==> src/rtl/mcui_defs.svh <==
// Register offsets, field positions, reset values and fixed read bits of the interrupt unit.
`ifndef MCUI_DEFS_SVH
`define MCUI_DEFS_SVH
`define MCUI_EXTENDED_IRQ_FLAGS_OFF 8'h91
`define MCUI_IE_OFF 8'ha8
`define MCUI_IP_OFF 8'hb8
`define MCUI_WAKEUP_IRQ_CONTROL_OFF 8'hd8
`define MCUI_EIE_OFF 8'he8
`define MCUI_EIP_OFF 8'hf8
`define MCUI_EXTMODE_OFF 8'h8f
`define MCUI_IE_GLOBAL_BIT 7
`define MCUI_WAKEUP_IRQ_CONTROL_WAKE_BIT 3
`define MCUI_EXTMODE_MODE0_BIT 0
`define MCUI_EXTMODE_FLAG0_BIT 1
`define MCUI_EXTMODE_MODE1_BIT 2
`define MCUI_EXTMODE_FLAG1_BIT 3
`define MCUI_IE_FIXED 8'h00
`define MCUI_IP_FIXED 8'h80
`define MCUI_EXTENDED_IRQ_FLAGS_FIXED 8'h08
`define MCUI_WAKEUP_IRQ_CONTROL_FIXED 8'h40
`define MCUI_EIE_FIXED 8'he0
`define MCUI_EIP_FIXED 8'he0
`define MCUI_STD_RST 6'h00
`define MCUI_EXT_RST 5'h00
`define MCUI_FLAG_RST 4'h0
`define MCUI_MODE_RST 2'h0
`define MCUI_NUM_SRC 11
`define MCUI_SRC_EXT0 4'h0
`define MCUI_SRC_EXT1 4'h2
`define MCUI_SRC_NONE 4'hf
`endif

==> src/rtl/mcui_pkg.sv <==
// Types shared by the interrupt unit.
package mcui_pkg;
  typedef enum logic [1:0] {
    SVC_NONE,
    SVC_LOW,
    SVC_HIGH,
    SVC_LOW_HIGH
  } mcui_svc_t;

  typedef struct packed {
    logic [7:0] rdata;
    logic req;
    logic [3:0] vec;
    logic ea;
    logic [5:0] std_en;
    logic [5:0] std_pri;
    logic [3:0] ext_flags;
    logic wake_flag;
    logic [4:0] ext_en;
    logic [4:0] ext_pri;
    logic [1:0] ext_mode;
    logic [1:0] ext_edge;
    logic [1:0] pin_prev;
    logic [4:0] src_prev;
    mcui_svc_t svc;
  } mcui_state_t;
endpackage

==> src/rtl/mcui_top.sv <==
// Two-level vectored interrupt unit with standard and extended source groups.
//
// Overview of operation
// - External request zero, active low, edge/level.
// - External request one, active low, edge/level.
// - Timer and serial flags are standard sources.
// - Conversion done drives extended source zero.
// - Separate wakeup timer interrupt source.
// - Global enable masks everything when clear.
// - Timer two and serial enables.
// - Low four enable bits, individual sources.
// - Reserved bits read fixed values.
// - Six standard priority bits, low or high.
// - Radio ready two rise sets flag.
// - Radio ready one rise sets flag.
// - SPI byte done sets flag.
// - Conversion done rise sets flag.
// - Software writing one raises interrupt.
// - Standard enable/priority, extended flags/enable/priority.
// - Extended enable bits gate five sources.
// - Wakeup flag persists until software clears.
// - Vector on enable, run until return.
`timescale 1ns/1ps
`include "mcui_defs.svh"

module mcui_top #(
  parameter int NUM_SRC = `MCUI_NUM_SRC
) (
  input wire logic SYS_CLK_IN,
  input wire logic RST_N_IN,
  input wire logic [7:0] REG_ADDR_IN,
  input wire logic [7:0] REG_WDATA_IN,
  input wire logic REG_WR_IN,
  input wire logic REG_RD_IN,
  output logic [7:0] REG_RDATA_OUT,
  input wire logic EXT_REQUEST_ZERO_N_IN,
  input wire logic EXT_REQUEST_ONE_N_IN,
  input wire logic TIMER_ZERO_OVERFLOW_IN,
  input wire logic TIMER_ONE_OVERFLOW_IN,
  input wire logic TIMER_TWO_OVERFLOW_IN,
  input wire logic TIMER_TWO_EXTERNAL_FLAG_IN,
  input wire logic UART_TX_FLAG_IN,
  input wire logic UART_RX_FLAG_IN,
  input wire logic CONV_DONE_IN,
  input wire logic SPI_BYTE_DONE_IN,
  input wire logic RADIO_READY_ONE_IN,
  input wire logic RADIO_READY_TWO_IN,
  input wire logic WAKEUP_TIMER_IN,
  input wire logic IRQ_ACK_IN,
  input wire logic IRQ_RETI_IN,
  output logic IRQ_REQ_OUT,
  output logic [3:0] IRQ_VECTOR_OUT
);

  mcui_pkg::mcui_state_t state_q;
  mcui_pkg::mcui_state_t state_d;

  // Lowest index wins among equal-priority sources.
  function automatic logic [3:0] pick_lowest(input logic [NUM_SRC-1:0] req);
    logic [3:0] idx;
    idx = `MCUI_SRC_NONE;
    for (int i = NUM_SRC - 1; i >= 0; i--)
    begin
      if (req[i])
      begin
        idx = 4'(i);
      end
    end
    return idx;
  endfunction

  logic [NUM_SRC-1:0] pending;
  logic [NUM_SRC-1:0] enables;
  logic [NUM_SRC-1:0] prios;
  logic [NUM_SRC-1:0] active;
  logic [4:0] src_now;
  logic [4:0] src_rise;
  logic [1:0] pin_fall;
  logic wr_extended_irq_flags;
  logic wr_wakeup_irq_control;
  logic wr_mode;
  logic ack_ok;
  logic [3:0] pick_hi;
  logic [3:0] pick_lo;

  always_comb
  begin
    state_d = state_q;
    src_now = {WAKEUP_TIMER_IN, RADIO_READY_TWO_IN, RADIO_READY_ONE_IN,
               SPI_BYTE_DONE_IN, CONV_DONE_IN};
    // Holding a line high sets its flag once; software may clear it meanwhile.
    src_rise = src_now & ~state_q.src_prev;
    pin_fall = state_q.pin_prev & ~{EXT_REQUEST_ONE_N_IN, EXT_REQUEST_ZERO_N_IN};
    wr_extended_irq_flags = REG_WR_IN && (REG_ADDR_IN == `MCUI_EXTENDED_IRQ_FLAGS_OFF);
    wr_wakeup_irq_control = REG_WR_IN && (REG_ADDR_IN == `MCUI_WAKEUP_IRQ_CONTROL_OFF);
    wr_mode = REG_WR_IN && (REG_ADDR_IN == `MCUI_EXTMODE_OFF);
    ack_ok = IRQ_ACK_IN && state_q.req;
    state_d.src_prev = src_now;
    state_d.pin_prev = {EXT_REQUEST_ONE_N_IN, EXT_REQUEST_ZERO_N_IN};

    // Register writes.
    if (REG_WR_IN)
    begin
      case (REG_ADDR_IN)
        `MCUI_IE_OFF:
        begin
          state_d.ea = REG_WDATA_IN[`MCUI_IE_GLOBAL_BIT];
          state_d.std_en = REG_WDATA_IN[5:0];
        end
        `MCUI_IP_OFF:
        begin
          state_d.std_pri = REG_WDATA_IN[5:0];
        end
        `MCUI_EIE_OFF:
        begin
          state_d.ext_en = REG_WDATA_IN[4:0];
        end
        `MCUI_EIP_OFF:
        begin
          state_d.ext_pri = REG_WDATA_IN[4:0];
        end
        `MCUI_EXTMODE_OFF:
        begin
          state_d.ext_mode = {REG_WDATA_IN[`MCUI_EXTMODE_MODE1_BIT],
                              REG_WDATA_IN[`MCUI_EXTMODE_MODE0_BIT]};
        end
        default:
        begin
          state_d.ea = state_q.ea;
        end
      endcase
    end

    // Extended flags: software writes the value, a rising edge sets and wins over a clear.
    if (wr_extended_irq_flags)
    begin
      state_d.ext_flags = REG_WDATA_IN[7:4];
    end
    state_d.ext_flags = state_d.ext_flags | src_rise[3:0];
    if (wr_wakeup_irq_control)
    begin
      state_d.wake_flag = REG_WDATA_IN[`MCUI_WAKEUP_IRQ_CONTROL_WAKE_BIT];
    end
    state_d.wake_flag = state_d.wake_flag | src_rise[4];

    // External edge flags: set on a falling pin, cleared by software or by vectoring.
    if (wr_mode)
    begin
      state_d.ext_edge = {REG_WDATA_IN[`MCUI_EXTMODE_FLAG1_BIT],
                          REG_WDATA_IN[`MCUI_EXTMODE_FLAG0_BIT]};
    end
    if (ack_ok && state_q.vec == `MCUI_SRC_EXT0)
    begin
      state_d.ext_edge[0] = 1'b0;
    end
    if (ack_ok && state_q.vec == `MCUI_SRC_EXT1)
    begin
      state_d.ext_edge[1] = 1'b0;
    end
    state_d.ext_edge = state_d.ext_edge | pin_fall;

    // Priorities are settled here, before service tracking reads them, so no stale value is used.
    prios = {state_d.ext_pri, state_d.std_pri};

    // Service level tracking: return pops the innermost level first.
    if (IRQ_RETI_IN)
    begin
      case (state_q.svc)
        mcui_pkg::SVC_LOW_HIGH: state_d.svc = mcui_pkg::SVC_LOW;
        mcui_pkg::SVC_HIGH: state_d.svc = mcui_pkg::SVC_NONE;
        mcui_pkg::SVC_LOW: state_d.svc = mcui_pkg::SVC_NONE;
        default: state_d.svc = mcui_pkg::SVC_NONE;
      endcase
    end
    else if (ack_ok)
    begin
      case (state_q.svc)
        mcui_pkg::SVC_NONE:
        begin
          state_d.svc = prios[state_q.vec] ? mcui_pkg::SVC_HIGH : mcui_pkg::SVC_LOW;
        end
        mcui_pkg::SVC_LOW: state_d.svc = mcui_pkg::SVC_LOW_HIGH;
        default: state_d.svc = state_q.svc;
      endcase
    end

    // Arbitration works on next-cycle state so an acknowledged request drops at once.
    pending[0] = state_d.ext_mode[0] ? state_d.ext_edge[0] : ~EXT_REQUEST_ZERO_N_IN;
    pending[1] = TIMER_ZERO_OVERFLOW_IN;
    pending[2] = state_d.ext_mode[1] ? state_d.ext_edge[1] : ~EXT_REQUEST_ONE_N_IN;
    pending[3] = TIMER_ONE_OVERFLOW_IN;
    pending[4] = UART_TX_FLAG_IN | UART_RX_FLAG_IN;
    pending[5] = TIMER_TWO_OVERFLOW_IN | TIMER_TWO_EXTERNAL_FLAG_IN;
    pending[9:6] = state_d.ext_flags;
    pending[10] = state_d.wake_flag;
    enables = {state_d.ext_en, state_d.std_en};
    active = pending & enables & {NUM_SRC{state_d.ea}};
    pick_hi = pick_lowest(active & prios);
    pick_lo = pick_lowest(active & ~prios);
    state_d.req = 1'b0;
    state_d.vec = state_q.vec;
    case (state_d.svc)
      mcui_pkg::SVC_NONE:
      begin
        if (pick_hi != `MCUI_SRC_NONE)
        begin
          state_d.req = 1'b1;
          state_d.vec = pick_hi;
        end
        else if (pick_lo != `MCUI_SRC_NONE)
        begin
          state_d.req = 1'b1;
          state_d.vec = pick_lo;
        end
      end
      mcui_pkg::SVC_LOW:
      begin
        if (pick_hi != `MCUI_SRC_NONE)
        begin
          state_d.req = 1'b1;
          state_d.vec = pick_hi;
        end
      end
      default:
      begin
        state_d.req = 1'b0;
      end
    endcase

    // Register reads; unmapped offsets read zero.
    state_d.rdata = 8'h00;
    if (REG_RD_IN)
    begin
      case (REG_ADDR_IN)
        `MCUI_IE_OFF: state_d.rdata = `MCUI_IE_FIXED | {state_q.ea, 1'b0, state_q.std_en};
        `MCUI_IP_OFF: state_d.rdata = `MCUI_IP_FIXED | {2'h0, state_q.std_pri};
        `MCUI_EXTENDED_IRQ_FLAGS_OFF: state_d.rdata = `MCUI_EXTENDED_IRQ_FLAGS_FIXED | {state_q.ext_flags, 4'h0};
        `MCUI_WAKEUP_IRQ_CONTROL_OFF: state_d.rdata = `MCUI_WAKEUP_IRQ_CONTROL_FIXED | {4'h0, state_q.wake_flag, 3'h0};
        `MCUI_EIE_OFF: state_d.rdata = `MCUI_EIE_FIXED | {3'h0, state_q.ext_en};
        `MCUI_EIP_OFF: state_d.rdata = `MCUI_EIP_FIXED | {3'h0, state_q.ext_pri};
        `MCUI_EXTMODE_OFF:
        begin
          state_d.rdata = {4'h0, state_q.ext_edge[1], state_q.ext_mode[1],
                           state_q.ext_edge[0], state_q.ext_mode[0]};
        end
        default: state_d.rdata = 8'h00;
      endcase
    end

    if (!RST_N_IN)
    begin
      state_d.rdata = 8'h00;
      state_d.req = 1'b0;
      state_d.vec = 4'h0;
      state_d.ea = 1'b0;
      state_d.std_en = `MCUI_STD_RST;
      state_d.std_pri = `MCUI_STD_RST;
      state_d.ext_flags = `MCUI_FLAG_RST;
      state_d.wake_flag = 1'b0;
      state_d.ext_en = `MCUI_EXT_RST;
      state_d.ext_pri = `MCUI_EXT_RST;
      state_d.ext_mode = `MCUI_MODE_RST;
      state_d.ext_edge = 2'h0;
      // Pins preset idle and sources preset active, so a line already up at release sets nothing.
      state_d.pin_prev = 2'h3;
      state_d.src_prev = 5'h1f;
      state_d.svc = mcui_pkg::SVC_NONE;
    end
  end

  always_ff @(posedge SYS_CLK_IN)
  begin
    state_q <= state_d;
  end

  assign REG_RDATA_OUT = state_q.rdata;
  assign IRQ_REQ_OUT = state_q.req;
  assign IRQ_VECTOR_OUT = state_q.vec;

  logic [NUM_SRC-1:0] en_q;
  logic [NUM_SRC-1:0] pri_q;
  assign en_q = {state_q.ext_en, state_q.std_en};
  assign pri_q = {state_q.ext_pri, state_q.std_pri};
endmodule

==> config.mk <==
export PLATFORM = sky130hd
export DESIGN_NAME = mcui_top
export DESIGN_NICKNAME = d
export VERILOG_FILES = /design/src/rtl/mcui_pkg.sv /design/src/rtl/mcui_top.sv
export VERILOG_INCLUDE_DIRS = /design/src /design/src/rtl
export SDC_FILE = /design/constraint.sdc
export NUM_CORES = 1
export LEC_CHECK = 0
export ABC_AREA = 1
export BUFFER_PORTS_ARGS = -buffer_cell sky130_fd_sc_hd__buf_2
export CORE_ASPECT_RATIO = 1.2
export CORE_MARGIN = 2
export CORE_UTILIZATION = 45
export DETAILED_ROUTE_END_ITERATION = 16
export PLACE_DENSITY = 0.71
export SETUP_SLACK_MARGIN = 0.02
export SLEW_MARGIN = 10
export SYNTH_ARGS = -nofsm -noshare
export SYNTH_HDL_FRONTEND = slang
export SYNTH_SLANG_ARGS = --single-unit
==> constraint.sdc <==
create_clock -name SYS_CLK_IN -period 2.05 [get_ports SYS_CLK_IN]
set_clock_uncertainty 0.15 [all_clocks]
set_input_delay 0.1025 -clock SYS_CLK_IN [delete_from_list [all_inputs] [get_ports SYS_CLK_IN]]
set_output_delay 0.1025 -clock SYS_CLK_IN [all_outputs]
set_load 0.02 [all_outputs]
==> results.tsv <==
metric	value	unit
worstPathArrival	2.29	ns
cpMostUsedCell	nand2_1	
period_share	1.057	
cp_max_fo	5	
r2r_end	IRQ_VECTOR_OUT[0]	
vias	4086	
min_to	pri_q[10]	
worstRegToRegCells	17	
tns	-0.3910	ns
status	finished, violations left	
drcViolationCount	0	
antenna_found_initial	0	
critPathKind	input pin to flip-flop	
ant_nets	0	
syn-num-nets	551	
fin_util	0.6830	
postLayoutCellArea	4940	um2
worstPathCellList	buf_4, inv_4, nand2_2, nor2_4, buf_6, nand3_4, nand2_1, o21ai_4, nor2_1, nand3_1, buf_4, nand2_2, nand2_1, nand2_1, nand2_1, nand2_1, nand2_1, nor2_1, nand3_1, nand3_1, nand2_1, inv_1	
clk_pin_slew	0.11	ns
core_area	7232	um2
clock.fmax	461.3	MHz
clock_sinks	54	
boundaryPins	48	
cellPowerDensity	422.0	nW/um2
initial_core_util	0.4630	
die_area	8149	um2
nets	689	
max_stage_delay	0.21	ns
layout_setup_ws	-0.1178	ns
first_pass_iters	6	
violations	setup timing	
wl_per_cell	15.86	um
place_ws	-0.4349	ns
total_power	2.084	mW
yosys_warnings	0	
ys_types	45	
syn-instance-count	516	
ff2ff_setup_slack	-0.07	ns
root_buffer	clkbuf_8	
ys_seq_elements	54	
ir_drop	0.3035	mV
die_h	98.49	um
drtIter0Drc	447	
netlist_area	3348	um2
required	2.17	ns
synth_compound_area_frac	0.1099	
hold_depth	4	
row_count	34	
drt_wl_total	11.81	mm
area_growth	47.53	%
drive_gt1_frac	0.4351	
clockBufferDepth	2	
cpMaxStageDelayCell	nor2_1	
n_antenna_cell	0	
grt_pass1_wl	17.35	mm
syn_avg_cell_area	6.489	um2
synth_simple_gate_area_frac	0.4421	
cts_made_buffers	5	
die_w	82.74	um
grt_max_degree	32	
synth_top_family_by_area	simple AND/OR/NAND/NOR gates	
ys_seq_area_frac	0.3229	
timing.final.crit_period	2.168	ns
viasPerCell	5.485	
report.final.slew_viol_count	0	
start_kind	input pin	
hpwl	8.311	mm
htree_levels	2	
whs	0.03226	ns
rsz0062_at_grt	yes	
max_cap_violations	0	
synth_mux_area_frac	0	
dpl_cell_area	4141	um2
io_buffers	47	
hold_start	REG_WDATA_IN[4]	
hp-class	input pin to flip-flop	
final_cells	745	
place.gp.congestion	1.010	
synth_xor_area_frac	0	
critPathCaptureType	flip-flop	
grt_pass1_vias	3784	
cts_tree	yes	
power_leakage	2.396	nW
worst_pin_slew	0.6247	ns
hold_violations	0	
synthAdderAreaFrac	0	
clk_latency	0.32	ns
grt.overflow.total	0	
slew_headroom	0.5727	
finalSetupViolations	5	
grt_usage	0.2752	
r2r-start	state_q[40]	
dp_cells	710	
## synthesized netlist by cell type (all sizes together)
cell	count	area, um2
inv	70	262.8
a2111oi	2	17.52
buf	16	118.9
clkinv	3	18.77
a21boi	1	7.510
a22o	2	17.52
dfxtp	54	1081
a221oi	3	26.28
nand3	45	282.8
and2	2	13.77
nand3b	4	33.78
clkbuf	4	18.77
nand2	153	606.8
a31oi	6	37.54
o211ai	4	35.03
o21ai	21	123.9
nor2	81	344.1
or2	6	40.04
nand4	12	102.6
o21a	2	15.01
nor2b	1	6.260
a211oi	1	7.510
nor3	10	50.05
a21oi	13	80.07
## how the worst max path moves through the flow
stage | from | endpoint | slack, ns | cells after the start
2_1_floorplan | REG_ADDR_IN[2] | IRQ_VECTOR_OUT[1] | 0.02 | 20
3_3_place_gp | REG_ADDR_IN[1] | IRQ_VECTOR_OUT[0] | -0.40 | 22
3_5_place_dp | REG_ADDR_IN[1] | IRQ_VECTOR_OUT[3] | -0.43 | 17
4_1_cts | REG_ADDR_IN[2] | IRQ_VECTOR_OUT[3] | 0.02 | 19
5_1_grt | REG_ADDR_IN[2] | IRQ_VECTOR_OUT[0] | -0.21 | 22
6_report | REG_ADDR_IN[2] | IRQ_VECTOR_OUT[0] | -0.12 | 22
## worst max-delay path: cells and delay by family
kind | cells | cell delay [ns]
AOI/OAI and AO/OA | 1 | 0.10
and+or+nand+nor | 16 | 1.50
buffers and inverters | 5 | 0.57
## what timing repair did
item                                   4_1_cts  5_1_grt
pin swaps                                   13       52
endpoints found under the hold margin       13        1
setup buffers                                2       15
hold buffers                                 9        1
resized for setup                           25      107
setup endpoints to repair                    4        7
cloned                                       0        1
## layout by cell type (no fill, tap or decap), drive strengths merged
| cell | count |
|---|---|
| o21ai | 21 |
| or2 | 6 |
| dlygate4sd3 | 10 |
| inv | 70 |
| a2111oi | 2 |
| a221oi | 3 |
| o211ai | 4 |
| clkinv | 3 |
| a21oi | 13 |
| a211oi | 1 |
| buf | 139 |
| nand4 | 12 |
| a21boi | 1 |
| clkbuf | 6 |
| a22o | 2 |
| dfxtp | 54 |
| o21a | 2 |
| and2 | 2 |
| nand2 | 154 |
| clkinvlp | 2 |
| nand3b | 4 |
| nor3 | 10 |
| nor2 | 81 |
| bufinv | 1 |
| a31oi | 6 |
| nand3 | 45 |
| nor2b | 1 |
## report_power, final
group / total (mW) / switching (mW) / internal [mW]
logic: 0.259 / 0.155 / 0.104
clock network: 0.756 / 0.392 / 0.364
registers: 1.07 / 0.00559 / 1.06
## cells by family (layout without fill, tap and decap cells)
family | count (synthesis) | in the layout
buf+inv | 93 | 231
compound gates | 55 | 55
flops | 54 | 54
simple gates | 314 | 315
## layer usage
layer | vias to the layer above | track usage | routed length (um)
li1 | 1915 | - | -
met1 | 1891 | 0.3475 | 4489
met2 | 214 | 0.4553 | 5680
met3 | 66 | 0.03846 | 921
met4 | 0 | 0.1286 | 722
met5 | - | 0 | 0
## final cells by class
type	instances	area (um2)
multi-input cells	370	2240
clock inverters	3	45.04
repair buffers	150	1090
clock buffers	5	68.82
fillers	591	2292
flip-flops and latches	54	1086
inverters	73	297.8
well taps	90	112.6
## state kept, by name (all words and copies together), names as in the netlist
name and cells:
IRQ_VECTOR_OUT 4, REG_RDATA_OUT 8, IRQ_REQ_OUT 1, state_q 19, en_q 11, pri_q 11
Note: power is estimated with default switching activity, not from simulation.
